$ cat src/hw/can_monitor_map.svh
// Constants for the CAN wake-up and fault monitor.
// Assumes a 20 MHz system clock; times are in microseconds.
`ifndef CAN_MONITOR_MAP_SVH
`define CAN_MONITOR_MAP_SVH
`define CLK_MHZ            20
`define WAKE_DOM_MIN_US    5
`define WAKE_REC_MIN_US    5
`define WAKE_WINDOW_US     1000
`define TX_DOM_TIMEOUT_US  2000
`define BUS_DOM_TIMEOUT_US 2000
`define WAKE_DOM_CYC   (`WAKE_DOM_MIN_US * `CLK_MHZ)
`define WAKE_REC_CYC   (`WAKE_REC_MIN_US * `CLK_MHZ)
`define WAKE_WIN_CYC   (`WAKE_WINDOW_US * `CLK_MHZ)
`define TX_DOM_CYC     (`TX_DOM_TIMEOUT_US * `CLK_MHZ)
`define BUS_DOM_CYC    (`BUS_DOM_TIMEOUT_US * `CLK_MHZ)
`define CNT_W          16
`define CNT_ZERO       16'h0000
`define CNT_ONE        16'h0001
// Synchroniser reset levels: transmit and receive pins idle high
`define SYNC_IDLE      9'h180
`endif

$ cat src/hw/can_monitor_pkg.sv
// Types for the CAN wake-up and fault monitor.
// Assumes nothing beyond a SystemVerilog compiler.
`default_nettype none
package can_monitor_pkg;
	typedef enum logic [2:0] {
		wk_idle,
		wk_dom1,
		wk_rec,
		wk_dom2
	} wake_state_t;
endpackage
`default_nettype wire

$ cat src/hw/can_wake_and_fault_monitor.sv
// Wake-pattern detector and local fault monitor of a CAN transceiver.
// Assumes pin inputs are asynchronous; all but wake_clear_in are synchronised here.
`default_nettype none
`include "can_monitor_map.svh"
module can_wake_and_fault_monitor
	import can_monitor_pkg::*;
(
	input  wire logic clk_sys_in,
	input  wire logic nrst_in,
	input  wire logic clk_en_in,
	input  wire logic txd_in,
	input  wire logic rxd_pin_in,
	input  wire logic bus_dominant_in,
	input  wire logic low_power_in,
	input  wire logic local_wake_in,
	input  wire logic normal_entry_in,
	input  wire logic wake_clear_in,
	input  wire logic power_on_flag_in,
	input  wire logic supply_undervoltage_lockout_in,
	input  wire logic overtemp_in,
	output logic      bus_tx_dominant_out,
	output logic      wake_flag_out,
	output logic      remote_wake_out,
	output logic      local_failure_out,
	output logic      bus_dom_fault_out,
	output logic      tx_enable_out,
	output logic      shutdown_out
);

	// ****************************************
	// Input synchronisers
	// ****************************************
	localparam int N_SYNC = 9;
	localparam logic [N_SYNC-1:0] IDLE_LEVEL = `SYNC_IDLE;
	logic [N_SYNC-1:0] raw;
	logic [N_SYNC-1:0] sync1;
	logic [N_SYNC-1:0] sync2;
	assign raw = {txd_in, rxd_pin_in, bus_dominant_in, low_power_in,
		local_wake_in, normal_entry_in, power_on_flag_in,
		supply_undervoltage_lockout_in, overtemp_in};

	// Two flops per pin; first stage feeds only the second
	genvar gi;
	generate
		for (gi = 0; gi < N_SYNC; gi++)
		begin : g_sync
			always_ff @(posedge clk_sys_in or negedge nrst_in)
			begin
				// Idle levels, so no false dominant follows reset
				if (!nrst_in)
				begin
					sync1[gi] <= IDLE_LEVEL[gi];
					sync2[gi] <= IDLE_LEVEL[gi];
				end
				else if (clk_en_in)
				begin
					sync1[gi] <= raw[gi];
					sync2[gi] <= sync1[gi];
				end
			end
		end
	endgenerate

	logic txd_s, rxd_s, bus_dom_s, low_pwr_s, lwake_s;
	logic normal_s, pwon_s, supply_undervoltage_lockout_s, otp_s;
	assign {txd_s, rxd_s, bus_dom_s, low_pwr_s, lwake_s,
		normal_s, pwon_s, supply_undervoltage_lockout_s, otp_s} = sync2;

	// ****************************************
	// Wake-pattern detector
	// ****************************************
	wake_state_t         wk_state, next_wk_state;
	logic [`CNT_W-1:0]   phase_cnt, next_phase_cnt;
	logic [`CNT_W-1:0]   win_cnt, next_win_cnt;
	logic                bus_dom_d, next_bus_dom_d;
	logic                remote_hit;

	// Phase counter restarts on each bus level change
	always_comb
	begin
		next_wk_state  = wk_state;
		next_bus_dom_d = bus_dom_s;
		remote_hit     = 1'b0;
		if (bus_dom_s != bus_dom_d)
			next_phase_cnt = `CNT_ZERO;
		else if (phase_cnt != {`CNT_W{1'b1}})
			next_phase_cnt = phase_cnt + `CNT_ONE;
		else
			next_phase_cnt = phase_cnt;
		next_win_cnt = (wk_state == wk_idle) ? `CNT_ZERO :
			win_cnt + `CNT_ONE;
		case (wk_state)
			wk_idle:
				if (low_pwr_s && bus_dom_s)
					next_wk_state = wk_dom1;
			wk_dom1:
				if (!bus_dom_s)
					next_wk_state = (phase_cnt >= `CNT_W'(`WAKE_DOM_CYC - 1))
						? wk_rec : wk_idle;
			wk_rec:
				if (bus_dom_s)
					next_wk_state = (phase_cnt >= `CNT_W'(`WAKE_REC_CYC - 1))
						? wk_dom2 : wk_dom1;
			wk_dom2:
				if (!bus_dom_s)
					next_wk_state = wk_idle;
				else if (phase_cnt >= `CNT_W'(`WAKE_DOM_CYC - 1))
				begin
					remote_hit    = 1'b1;
					next_wk_state = wk_idle;
				end
			default:
				next_wk_state = wk_idle;
		endcase
		// Window expiry or leaving low power restarts the detector
		if (!low_pwr_s ||
			(wk_state != wk_idle && win_cnt >= `CNT_W'(`WAKE_WIN_CYC - 1)))
		begin
			next_wk_state = wk_idle;
			remote_hit    = 1'b0;
		end
	end

	always_ff @(posedge clk_sys_in or negedge nrst_in)
	begin
		if (!nrst_in)
		begin
			wk_state  <= wk_idle;
			phase_cnt <= `CNT_ZERO;
			win_cnt   <= `CNT_ZERO;
			bus_dom_d <= 1'b0;
		end
		else if (clk_en_in)
		begin
			wk_state  <= next_wk_state;
			phase_cnt <= next_phase_cnt;
			win_cnt   <= next_win_cnt;
			bus_dom_d <= next_bus_dom_d;
		end
	end

	// ****************************************
	// Dominant time-outs and fault flags
	// ****************************************
	logic [`CNT_W-1:0] tx_cnt, next_tx_cnt;
	logic [`CNT_W-1:0] bd_cnt, next_bd_cnt;
	logic next_wake, next_rwake, next_lfail, next_bdf, next_shut;
	logic next_txen, next_txdom;
	logic tx_to, short_ev, bd_to;

	// Counters run only while the watched level is dominant
	always_comb
	begin
		next_tx_cnt = txd_s ? `CNT_ZERO : tx_cnt;
		if (!txd_s && tx_cnt != `CNT_W'(`TX_DOM_CYC))
			next_tx_cnt = tx_cnt + `CNT_ONE;
		next_bd_cnt = bus_dom_s ? bd_cnt : `CNT_ZERO;
		if (bus_dom_s && bd_cnt != `CNT_W'(`BUS_DOM_CYC))
			next_bd_cnt = bd_cnt + `CNT_ONE;
		tx_to    = (tx_cnt == `CNT_W'(`TX_DOM_CYC));
		bd_to    = (bd_cnt == `CNT_W'(`BUS_DOM_CYC));
		// A short shows as rxd following txd low while the bus is idle
		short_ev = !txd_s && !rxd_s && !bus_dom_s && tx_enable_out;
		// Set beats clear so a coincident event is kept
		next_lfail = local_failure_out;
		if (normal_s || (!rxd_s && txd_s) || pwon_s)
			next_lfail = 1'b0;
		if (tx_to || short_ev || bd_to || otp_s)
			next_lfail = 1'b1;
		next_bdf   = bd_to && bus_dom_s;
		next_rwake = remote_hit;
		next_wake  = wake_flag_out;
		if (normal_s || wake_clear_in)
			next_wake = 1'b0;
		if (remote_hit || lwake_s)
			next_wake = 1'b1;
		next_shut  = supply_undervoltage_lockout_s || otp_s;
		next_txen  = !next_lfail && !next_shut;
		next_txdom = next_txen && !txd_s;
	end

	always_ff @(posedge clk_sys_in or negedge nrst_in)
	begin
		if (!nrst_in)
		begin
			tx_cnt              <= `CNT_ZERO;
			bd_cnt              <= `CNT_ZERO;
			local_failure_out   <= 1'b0;
			bus_dom_fault_out   <= 1'b0;
			remote_wake_out     <= 1'b0;
			wake_flag_out       <= 1'b0;
			shutdown_out        <= 1'b0;
			tx_enable_out       <= 1'b0;
			bus_tx_dominant_out <= 1'b0;
		end
		else if (clk_en_in)
		begin
			tx_cnt              <= next_tx_cnt;
			bd_cnt              <= next_bd_cnt;
			local_failure_out   <= next_lfail;
			bus_dom_fault_out   <= next_bdf;
			remote_wake_out     <= next_rwake;
			wake_flag_out       <= next_wake;
			shutdown_out        <= next_shut;
			tx_enable_out       <= next_txen;
			bus_tx_dominant_out <= next_txdom;
		end
	end

endmodule
`default_nettype wire

$ cat config.mk
export PLATFORM = sky130hd
export DESIGN_NAME = can_wake_and_fault_monitor
export DESIGN_NICKNAME = d
export VERILOG_FILES = /design/src/hw/can_monitor_pkg.sv /design/src/hw/can_wake_and_fault_monitor.sv
export VERILOG_INCLUDE_DIRS = /design/src /design/src/hw
export SDC_FILE = /design/constraint.sdc
export NUM_CORES = 1
export LEC_CHECK = 0
export BUFFER_PORTS_ARGS = -buffer_cell sky130_fd_sc_hd__clkbuf_2
export CAP_MARGIN = 20
export CORE_MARGIN = 1.5
export CORE_UTILIZATION = 45
export CTS_CLUSTER_DIAMETER = 80
export DETAILED_ROUTE_END_ITERATION = 16
export HOLD_SLACK_MARGIN = 0.1
export PLACE_DENSITY = 0.71
export SLEW_MARGIN = 10
export SYNTH_ARGS = -nofsm -noshare
export SYNTH_HDL_FRONTEND = slang
export SYNTH_SLANG_ARGS = --single-unit
$ cat constraint.sdc
create_clock -name clk_sys_in -period 5.82 [get_ports clk_sys_in]
set_input_delay 0.873 -clock clk_sys_in [delete_from_list [all_inputs] [get_ports clk_sys_in]]
set_output_delay 0.873 -clock clk_sys_in [all_outputs]
set_load 0.05 [all_outputs]
Word-level counts from Yosys, hierarchy flattened
Index checks and enable logic that the tools add are counted.
- multiply operators: 0
- order comparisons: 2
- bitwise gates (word level): 0
- reduce and logical (&&, ||, !) cells: 36
- shift-type cells: 0
- $add $sub $neg: 4
- equal/unequal tests: 14
- divide/modulo/power cells: 0
- multiplexer cells: 24
- operators by type and width (kind ; count):
    $mux 16 ; 7
    $add 16x1->16 const B ; 4
    $ne 16x16->1 const B ; 3
    $eq 16x16->1 const B ; 2
    $mux 3 ; 6
    $ge 16x15->1 const B ; 1
    $ge 16x7->1 const B ; 1
    $pmux 3 s4 ; 1
    $logic_and 1x1->1 ; 11
    $logic_or 1x1->1 ; 9
    $mux 1 ; 8
    $reduce_and 2->1 ; 4
    $eq 3x2->1 const B ; 2
    $logic_not 1->1 ; 6
    $ne 3x3->1 const B ; 2
    $reduce_bool 2->1 ; 3
    $reduce_and 5->1 ; 1
    $mux 2 ; 2
    $ne 4x4->1 const B ; 1
    $eq 3x1->1 const B ; 1
    $logic_not 3->1 ; 1
    $ne 3x1->1 const B ; 1
    $reduce_bool 3->1 ; 1
    $ne 2x1->1 const B ; 1
    $ne 1x1->1 ; 1
- RAM bits: 0
- logic and storage cells: 111
- memory bits (read-only): 0
- latch bits: 0
- output and inout port bits: 7
- memories: 0
- flip-flop bits (word level): 93

Depth between registers and ports, before layout
Gate-level depths: netlist of the first run.
- depth in word-level cells: 11
- depth in mapped cells: 8
- depth with buffers taken out: 7

Least setup slack after synthesis of the first run
OpenSTA, ideal clock, no wires.
- path type: input-to-reg
- start: input clk_en_in
- end: register win_cnt[0]
- data arrival time: 2176 ps
- buffers on the path: 4
- library setup time: 139 ps
- stages on the path: 5
- path slack: 3505 ps
- cell sequence: buf_1 clkbuf_1 clkbuf_1 clkbuf_1 mux2i_1
- RTL lines (item ; RTL line ; RTL):
    start: declaration ; can_wake_and_fault_monitor.sv:10 ; input wire logic clk_en_in,
    end signal: assignment ; can_wake_and_fault_monitor.sv:130 ; win_cnt <= `CNT_ZERO;
    end signal: assignment ; can_wake_and_fault_monitor.sv:137 ; win_cnt <= next_win_cnt;
    end: declaration ; can_wake_and_fault_monitor.sv:74 ; logic [`CNT_W-1:0] win_cnt, next_win_cnt;
No word-level cell between the ends.

Worst setup path after layout of the first run
- start: register phase_cnt[0]
- end: register phase_cnt[2]
- longest elaborated chain between the ends: 3
- elaborated cells between the ends (all ways): 6
- classes of those cells: add/sub: 1; eq/ne: 1; mux: 2; reduce/logical: 2
- RTL lines (item ; RTL line ; RTL):
    start: declaration ; can_wake_and_fault_monitor.sv:73 ; logic [`CNT_W-1:0] phase_cnt, next_phase_cnt;
    start signal: assignment ; can_wake_and_fault_monitor.sv:129 ; phase_cnt <= `CNT_ZERO;
    start signal: assignment ; can_wake_and_fault_monitor.sv:136 ; phase_cnt <= next_phase_cnt;
    $add 16x1->16 (no source line) or $ne 16x16->1 (tied branches) ; -- ;
    $mux 16 or $reduce_bool 2->1 (tied branches) ; -- ;
    $mux 16 or $reduce_and 2->1 (tied branches) ; -- ;
Parallel ways exist; a longest one is shown, timed or not. The select of a mux whose other input is x is not followed.
A chain may end at the register's enable or synchronous reset.

==> results of run 1 <==
-- final cells by class --
type / count / area share [%]
timing repair buffer: 22 / 2.309
tap: 136 / 3.341
clock buffer: 10 / 2.702
clock inverter: 6 / 1.425
multi-input combinational: 352 / 43.90
inverter: 14 / 1.032
sequential: 92 / 45.30
-- per-stage QoR --
step	cells	total power, W
floorplan	477	0.0008743
global placement	615	0.0009255
detailed placement	615	0.0009359
CTS	631	0.001388
global route	632	0.001439
finish	632	0.001375
-- kinds of logic after synthesis --
kind of cell               after synthesis
adders and majority gates                6
and+or+nand+nor                        195
muxes                                   21
AOI/OAI and AO/OA                      112
DFF                                     92
buffers and inverters                   33
xor gates and xnor gates                18
-- flip-flops by register name (all words and copies together) (netlist names), 2 cells and up --
signal and count:
phase_cnt 16, bd_cnt 16, win_cnt 16, tx_cnt 16
sync1 9, wk_state 2
-- report_power, final --
| part | switching, W | internal (W) | total [W] |
|---|---|---|---|
| Sequential | 0.0000458 | 0.000685 | 0.000731 |
| Combinational | 0.000122 | 0.0000688 | 0.000191 |
| Clock | 0.000240 | 0.000214 | 0.000454 |
| Total | 0.000407 | 0.000968 | 0.00138 |
-- worst max-delay path, stage by stage (launching register included) --
cell     delay [ns]
dfrtp_1        0.39
ha_1           0.25
nand3_2        0.15
or4_4          0.58
o21ai_1        0.80
or2_2          0.34
o21ai_0        0.11
-- path summary, 6_finish.rpt --
path                            cells past startpoint                        to                     start  slack [ns]
worst max-delay path                                6  phase_cnt[2]$_DFFE_PN0P_  phase_cnt[0]$_DFFE_PN0P_        3.09
min in group clk_sys_in                             2     bus_dom_s$_DFFE_PN0P_      sync1[6]$_DFFE_PN0P_        0.50
max in group asynchronous                           2     bus_dom_s$_DFFE_PN0P_                   nrst_in        4.25
worst max register to register                      6  phase_cnt[2]$_DFFE_PN0P_  phase_cnt[0]$_DFFE_PN0P_        3.09
worst min register to register                      2     bus_dom_s$_DFFE_PN0P_      sync1[6]$_DFFE_PN0P_        0.50
worst min-delay path                                1    bd_cnt[12]$_DFFE_PN0P_                   nrst_in        0.41
-- placed cells by master, fill, tap and decap left out, drive strengths merged, types with 6 or more instances in the layout --
cell,n
dfrtp,88
nand2,44
o21ai,40
nor2,36
clkbuf,28
nand3,23
mux2,17
a21oi,16
inv,15
o31ai,14
or3,13
nand4,13
or4,13
xor2,12
o211ai,11
nor3,10
and3,7
nand2b,7
nor4,7
xnor2,6
ha,6
-- per-layer routing --
| layer | global-route usage, % | part of all wire [%] | up-vias |
|---|---|---|---|
| met4 | 7.534 | 1.4 | 0 |
| li1 | - | - | 1797 |
| met5 | 0 | 0 | - |
| met1 | 24.08 | 46 | 1807 |
| met2 | 30.81 | 49 | 61 |
| met3 | 3.119 | 3.0 | 12 |
==> flow_summary.json, run 1 <==
{
  "synth_cell_types": 58,
  "hold_buffers": 0,
  "fp.dieH_um": 104.9,
  "pin_count": 20,
  "grt_pass1_wl_mm": 16.80,
  "viasPerCell": 5.818,
  "die_area_um2": 11000,
  "syn_avg_cell_area_um2": 9.795,
  "min-delay-path-class": "input port to async pin",
  "fmax_ghz": 0.3667,
  "fin_area_um2": 5094,
  "rows": 37,
  "synth_ff_type": "dfrtp_1",
  "hold_violations": 0,
  "cellPowerDensity_nw_per_um2": 270.0,
  "slew_headroom_pct": 33.32,
  "layout_min_cycle_time_ns": 2.727,
  "setup_slack_ns": 3.093,
  "synthMuxAreaShare_pct": 4.954,
  "maxCapViolCount": 0,
  "syn-cell-area_um2": 4672,
  "wl_mm": 9.491,
  "syn-num-nets": 496,
  "coreArea_um2": 10180,
  "yosys.area_share.xor_xnor_pct": 3.374,
  "drive_above_1_share_pct": 13.31,
  "cts_resized": 0,
  "peakVddDrop_mv": 0.1236,
  "antenna_left": 0,
  "die_x_um": 104.9,
  "netlist_instances": 477,
  "first_pass_iters": 5,
  "worst_pin_slew_ns": 0.9935,
  "htree_levels": 3,
  "tns_ns": 0,
  "worst-setup-path-type": "flop to flop",
  "yosys-top-cells-count": "dfrtp_1, nand2_1, o21ai_0, nor2_1, nand3_1",
  "synthSimpleGateAreaFrac_pct": 22.31,
  "post_cts_buffers": 0,
  "cellLeakagePower_nw": 2.085,
  "path_max_fanout": 17,
  "setup_viol": 0,
  "synth-async-reset-ratio_pct": 100.0,
  "synth_area_leaders": "dfrtp_1, mux2_2, o21ai_0",
  "initial_core_util_pct": 45.87,
  "root_buffer": "clkbuf_8",
  "place.gp.congestion": 0.7736,
  "synth_compound_area_share_pct": 15.61,
  "final_core_util_pct": 50.01,
  "cts.clk_slew.worst_paths_ns": 0.09,
  "hpwl_mm": 6.583,
  "slew_violations": 0,
  "clock_latency_ns": 0.37,
  "ys_ff_latch": 92,
  "cp.required_ns": 6.06,
  "yosysSeqAreaShare_pct": 49.38,
  "yosysMostFrequentCell": "dfrtp_1",
  "critPathLaunchType": "flop",
  "synth_warnings": 0,
  "multi_input_area_um2": 2236,
  "cts.sinks": 92,
  "cts_tree": "done",
  "first_iter_violations": 185,
  "synth-edff-count": 0,
  "grt_max_degree": 67,
  "route.detailed.drc": 0,
  "end_kind": "flop",
  "overflow": 0,
  "final_nets": 510,
  "cts_made_buffers": 9,
  "clock_skew_ns": 0.01643,
  "syn2layout_area_growth_pct": 9.025,
  "synth_top_family_by_area": "simple AND/OR/NAND/NOR gates",
  "cts_max_path_buffers": 2,
  "io_buffers": 19,
  "antenna_found_initial": 0,
  "cp.arrival_ns": 2.97,
  "num_vias": 3677,
  "track_usage_pct": 18.54,
  "synthAdderAreaFrac_pct": 1.607,
  "grt_pass1_vias": 3657,
  "fillerInstances": 967,
  "synth.largest_area_cell": "dfrtp_1",
  "outcome": "completed",
  "routedWlPerCell_um": 15.02,
  "place_worst_setup_slack_ns": 2.890,
  "fin_hold_ws_ns": 0.4140,
  "seqCellArea_um2": 2307,
  "dpl-instance-area_um2": 4878,
  "min_period_over_period_pct": 46.86,
  "rsz0062_at_grt": "false",
  "synth_top_area_share_pct": 47.13,
  "diodes": 0
}
Note: power is estimated with default switching activity, not from simulation.
==> run 2, diff against run 1 <==
==> constraint.sdc (replaced) <==
create_clock -name clk_sys_in -period 2.7 [get_ports clk_sys_in]
set_input_delay 0.405 -clock clk_sys_in [delete_from_list [all_inputs] [get_ports clk_sys_in]]
set_output_delay 0.405 -clock clk_sys_in [all_outputs]
set_load 0.05 [all_outputs]
==> run 2 against run 1 <==
Net effect: global-route usage fell by 0.41 points; hold slack worse by 0.14 ns; sequential share of layout area is 0.53 points lower; critical path depth stayed put.
==> flow_summary.json, run 2 (synthesized netlist as in run 1, its figures left out) <==
{
  "outcome": "completed",
  "placed_cells": 624,
  "first_pass_iters": 4,
  "diodes": 0,
  "min-delay-path-class": "input port to flop",
  "slew_headroom_pct": 59.02,
  "syn2layout_area_growth_pct": 10.31,
  "cts_resized": 0,
  "post_cts_buffers": 0,
  "track_usage_pct": 18.13,
  "critPathLaunchType": "flop",
  "critPathSlowestCell": "or4_4",
  "rsz0062_at_grt": "false",
  "cp.arrival_ns": 2.66,
  "cp_cell_sequence": "ha_1 -> nand3_2 -> or4_4 -> or3b_4 -> or4_1 -> nand2_1",
  "path_delay_family": "simple AND/OR/NAND/NOR gates",
  "grt_use_met2_pct": 29.97,
  "met3_usage_pct": 3.993,
  "grt_pass1_vias": 3528,
  "cts_tree": "done",
  "route.detailed.drc": 0,
  "cts_max_path_buffers": 2,
  "peakVddDrop_mv": 0.3391,
  "min_period_over_period_pct": 87.53,
  "place_worst_setup_slack_ns": 0.3588,
  "path_max_fanout": 6,
  "grt_pass1_wl_mm": 16.35,
  "htree_levels": 3,
  "busiest_layer": "met2",
  "end_kind": "flop",
  "cellLeakagePower_nw": 2.135,
  "die_area_um2": 11000,
  "rows": 37,
  "cts.clk_slew.worst_paths_ns": 0.09,
  "viasPerCell": 5.805,
  "final_nets": 519,
  "hold_buffers": 1,
  "grt_max_degree": 58,
  "worst_pin_slew_ns": 0.6100,
  "pin_count": 20,
  "io_buffers": 19,
  "initial_core_util_pct": 45.87,
  "fin_hold_ws_ns": 0.2714,
  "coreArea_um2": 10180,
  "overflow": 0,
  "cp.required_ns": 3.00,
  "finalNonFillerCells": 641,
  "clock_latency_ns": 0.36,
  "worst-setup-path-type": "flop to flop",
  "fp.dieH_um": 104.9,
  "root_buffer": "clkbuf_8",
  "cts.sinks": 92,
  "hpwl_mm": 6.745,
  "die_x_um": 104.9,
  "setup_slack_ns": 0.3368,
  "antenna_left": 0,
  "num_vias": 3721,
  "layout_min_cycle_time_ns": 2.363,
  "cellPowerDensity_nw_per_um2": 558.2,
  "fin_area_um2": 5154,
  "cts_made_buffers": 9,
  "layout_commonest_cell": "dfrtp_1",
  "first_iter_violations": 164,
  "setup_viol": 0,
  "antenna_found_initial": 0,
  "tns_ns": 0,
  "fmax_ghz": 0.4232,
  "drive_above_1_share_pct": 14.65,
  "slowest_delay_ns": 0.57,
  "routedWlPerCell_um": 14.81,
  "hold_violations": 0,
  "wl_mm": 9.495,
  "clock_skew_ns": 0.01169,
  "maxCapViolCount": 0,
  "grt_use_met1_pct": 23.80,
  "path_buf_inv": 0,
  "slew_violations": 0,
  "layout_common_cells": "dfrtp_1, nand2_1, o21ai_0",
  "dpl-instance-area_um2": 4959,
  "place.gp.congestion": 0.8946
}
==> run 2: worst reg2reg max path, delay by kind of cell (launching register included) <==
family	cells	cell delay (ns)
and+or+nand+nor	5	1.66
DFF	1	0.40
adders and majority gates	1	0.24
==> run 2: where the power goes <==
group          switching, W  internal (W)  leakage, nW  total, W
registers         0.0000998       0.00148         1.22   0.00158
logic              0.000267      0.000162        0.818  0.000429
clock network      0.000500      0.000370       0.0985  0.000870
total              0.000867       0.00201         2.13   0.00288
==> run 2: final cells by class <==
| type | count | area (um2) |
|---|---|---|
| Clock buffer | 10 | 137.6 |
| Clock inverter | 6 | 47.55 |
| Fill cell | 946 | 5031 |
| Inverter | 14 | 52.55 |
| Multi-Input combinational cell | 352 | 2236 |
| Sequential cell | 92 | 2307 |
| Tap cell | 136 | 170.2 |
| Timing Repair Buffer | 31 | 202.7 |
==> run 2: layer usage <==
layer | share of wire [%] | wire (um)
met1 | 46 | 4341
met2 | 50 | 4763
met3 | 3.1 | 290
met4 | 1.1 | 100
met5 | 0 | 0
==> run 2: worst paths after layout <==
path | start | to | slack, ns | cells past startpoint
min reg2reg | bus_dom_fault_out$_DFFE_PN0P_ | bus_dom_fault_out$_DFFE_PN0P_ | 0.49 | 1
max reg2reg | phase_cnt[0]$_DFFE_PN0P_ | phase_cnt[12]$_DFFE_PN0P_ | 0.34 | 6
max | phase_cnt[0]$_DFFE_PN0P_ | phase_cnt[12]$_DFFE_PN0P_ | 0.34 | 6
max in group asynchronous | nrst_in | sync1[7]$_DFFE_PN1P_ | 1.43 | 3
min in group asynchronous | nrst_in | bd_cnt[9]$_DFFE_PN0P_ | 0.56 | 2
min | low_power_in | sync1[5]$_DFFE_PN0P_ | 0.27 | 2
==> run 2: through the flow <==
stage          power [W]  util (%)
3_3_place_gp    0.002014     48.69
5_1_grt         0.003039     50.60
4_1_cts         0.002916     50.60
2_1_floorplan   0.001885         -
6_report        0.002877     50.60
3_5_place_dp    0.002035     48.69
==> run 3, diff against run 2 <==
--- a/config.mk
+++ b/config.mk
@@ -6,6 +6,7 @@
 export SDC_FILE = /design/constraint.sdc
 export NUM_CORES = 1
 export LEC_CHECK = 0
+export ABC_AREA = 1
 export BUFFER_PORTS_ARGS = -buffer_cell sky130_fd_sc_hd__clkbuf_2
 export CAP_MARGIN = 20
 export CORE_MARGIN = 1.5
==> run 3 against run 2 <==
Net effect: global-route usage is 1.9 points higher; sequential share of layout area is 5.6 points lower; count of clock-buffer cells in the layout is 1 lower; clock power is 57% higher; via count is 28% higher; critical endpoint is now phase_cnt[13]$_DFFE_PN0P_; first-iteration DRC count grew to 3.4 times the previous value; combinational power is 20% higher; cell count is 41% higher; register-to-register slack better by 0.38 ns; largest power group unchanged; highest routed layer unchanged; sequential power hardly changed; utilization is 0.70 points higher; cell area is 14% higher.
==> flow_summary.json, run 3 <==
{
  "slowest_delay_ns": 0.39,
  "worst-setup-path-type": "flop to flop",
  "cts_tree": "done",
  "p_total_w": 0.003440,
  "synth_warnings": 0,
  "syn-cell-area_um2": 5310,
  "coreArea_um2": 11470,
  "rows": 39,
  "seqCellArea_um2": 2307,
  "pin_count": 20,
  "peakVddDrop_mv": 0.4834,
  "antenna_found_initial": 0,
  "cts.clk_slew.worst_paths_ns": 0.07,
  "fillerInstances": 1087,
  "synth_top_area_share_pct": 41.47,
  "end_kind": "flop",
  "diodes": 0,
  "clock_latency_ns": 0.35,
  "netlist_instances": 731,
  "viasPerCell": 5.289,
  "path_buf_inv": 1,
  "outcome": "completed",
  "io_buffers": 19,
  "cts_made_buffers": 9,
  "syn-num-nets": 750,
  "synth_area_leaders": "dfrtp_1, nand2_1, nor2_1",
  "hold_violations": 0,
  "critPathLaunchType": "flop",
  "syn_avg_cell_area_um2": 7.264,
  "place.gp.congestion": 0.8970,
  "die_area_um2": 12460,
  "grt_max_degree": 48,
  "yosysMostFrequentCell": "nand2_1",
  "cp.arrival_ns": 2.21,
  "cts_max_path_buffers": 2,
  "synth-async-reset-ratio_pct": 100.0,
  "fp.dieH_um": 111.6,
  "tns_ns": 0,
  "maxCapViolCount": 0,
  "slew_violations": 0,
  "ys_ff_latch": 92,
  "syn2layout_area_growth_pct": 10.79,
  "cellLeakagePower_nw": 2.718,
  "overflow": 0,
  "min-delay-path-class": "input port to flop",
  "routedWlPerCell_um": 12.98,
  "htree_levels": 3,
  "synth_cell_types": 37,
  "synth_ff_type": "dfrtp_1",
  "layout_common_cells": "nand2_1, nor2_1, dfrtp_1",
  "yosys-top-cells-count": "nand2_1, nor2_1, dfrtp_1, inv_1, nand3_1",
  "cp_cell_sequence": "ha_1 -> nand3_2 -> nor2_2 -> nand2_1 -> nor2_2 -> a21oi_2 -> inv_2 -> nand2_1 -> o21ai_2",
  "min_period_over_period_pct": 73.32,
  "route.detailed.drc": 0,
  "final_nets": 772,
  "antenna_left": 0,
  "path_delay_family": "simple AND/OR/NAND/NOR gates",
  "cp.required_ns": 2.93,
  "first_iter_violations": 556,
  "hpwl_mm": 8.356,
  "layout_min_cycle_time_ns": 1.980,
  "layout_commonest_cell": "nand2_1",
  "drive_above_1_share_pct": 8.839,
  "multi_input_area_um2": 2614,
  "root_buffer": "clkbuf_16",
  "fin_area_um2": 5883,
  "synth.largest_area_cell": "dfrtp_1",
  "critPathSlowestCell": "dfrtp_1",
  "initial_core_util_pct": 46.31,
  "wl_mm": 11.69,
  "synth-edff-count": 0,
  "cts.sinks": 92,
  "dpl-instance-area_um2": 5552,
  "slew_headroom_pct": 54.15,
  "cellPowerDensity_nw_per_um2": 584.8,
  "first_pass_iters": 6,
  "num_vias": 4765,
  "rsz0062_at_grt": "false",
  "grt_pass1_wl_mm": 20.67,
  "final_core_util_pct": 51.30,
  "track_usage_pct": 20.06,
  "setup_viol": 0,
  "path_max_fanout": 22,
  "die_x_um": 111.6,
  "worst_pin_slew_ns": 0.6832,
  "grt_pass1_vias": 4519,
  "clock_skew_ns": 0.004348,
  "yosysSeqAreaShare_pct": 43.45,
  "fmax_ghz": 0.5052
}
## run 3: path summary, 6_finish.rpt
kind | start | end | slack [ns] | cells after the start
min reg2reg | sync1[8]$_DFFE_PN1P_ | sync1[8]$_DFFE_PN1P_ | 0.47 | 2
max reg2reg | phase_cnt[0]$_DFFE_PN0P_ | phase_cnt[13]$_DFFE_PN0P_ | 0.72 | 9
min in group asynchronous | nrst_in | phase_cnt[11]$_DFFE_PN0P_ | 0.61 | 2
max | phase_cnt[0]$_DFFE_PN0P_ | phase_cnt[13]$_DFFE_PN0P_ | 0.72 | 9
max in group asynchronous | nrst_in | txd_s$_DFFE_PN1P_ | 1.36 | 3
min | txd_in | sync1[8]$_DFFE_PN1P_ | 0.24 | 3
## run 3: metrics by stage
| stage | hold slack (ns) | setup slack [ns] | instances |
|---|---|---|---|
| after floorplan | 0.1094 | 1.097 | 731 |
| after global placement | 0.4538 | 0.7756 | 884 |
| after detailed placement | 0.4588 | 0.7371 | 884 |
| after CTS | 0.2329 | 0.7289 | 901 |
| after global routing | 0.2448 | 0.5126 | 901 |
| final | 0.2391 | 0.7204 | 901 |
## run 3: power by group
part           switching, W  internal (W)  total, W
Sequential        0.0000824       0.00148   0.00156
Combinational      0.000367      0.000146  0.000513
Clock              0.000548      0.000818   0.00137
## run 3: cell type report
type	count	share of cell area [%]
tap	143	3.041
sequential	92	39.22
inverter	79	5.040
clock buffer	9	3.828
timing repair buffer	26	2.807
multi-input combinational	545	44.43
clock inverter	7	1.638
## run 3: cells by family after synthesis
group           after synthesis  share of synthesized area, %
buf+inv                      94                         7.328
fa+ha+maj                     6                         1.414
xor+xnor                     30                         5.090
compound gates               77                         8.247
flops                        92                         43.45
simple gates                432                         34.47
## run 3: what timing repair did
item | CTS | global route
gates resized for setup | 0 | 0
setup buffers | 0 | 0
hold endpoints to repair | 45 | 0
hold buffers | 1 | 0
## run 3: per-layer routing
| layer | part of all wire, % | global-route usage, % |
|---|---|---|
| met3 | 3.8 | 5.063 |
| met1 | 46 | 26.43 |
| met2 | 49 | 33.21 |
| met4 | 1.2 | 5.063 |
| met5 | 0 | 0 |
## run 3: worst min-delay path, cell delays in order
cell      delay [ns]
clkbuf_2        0.08
nand2_1         0.05
nand2_1         0.05
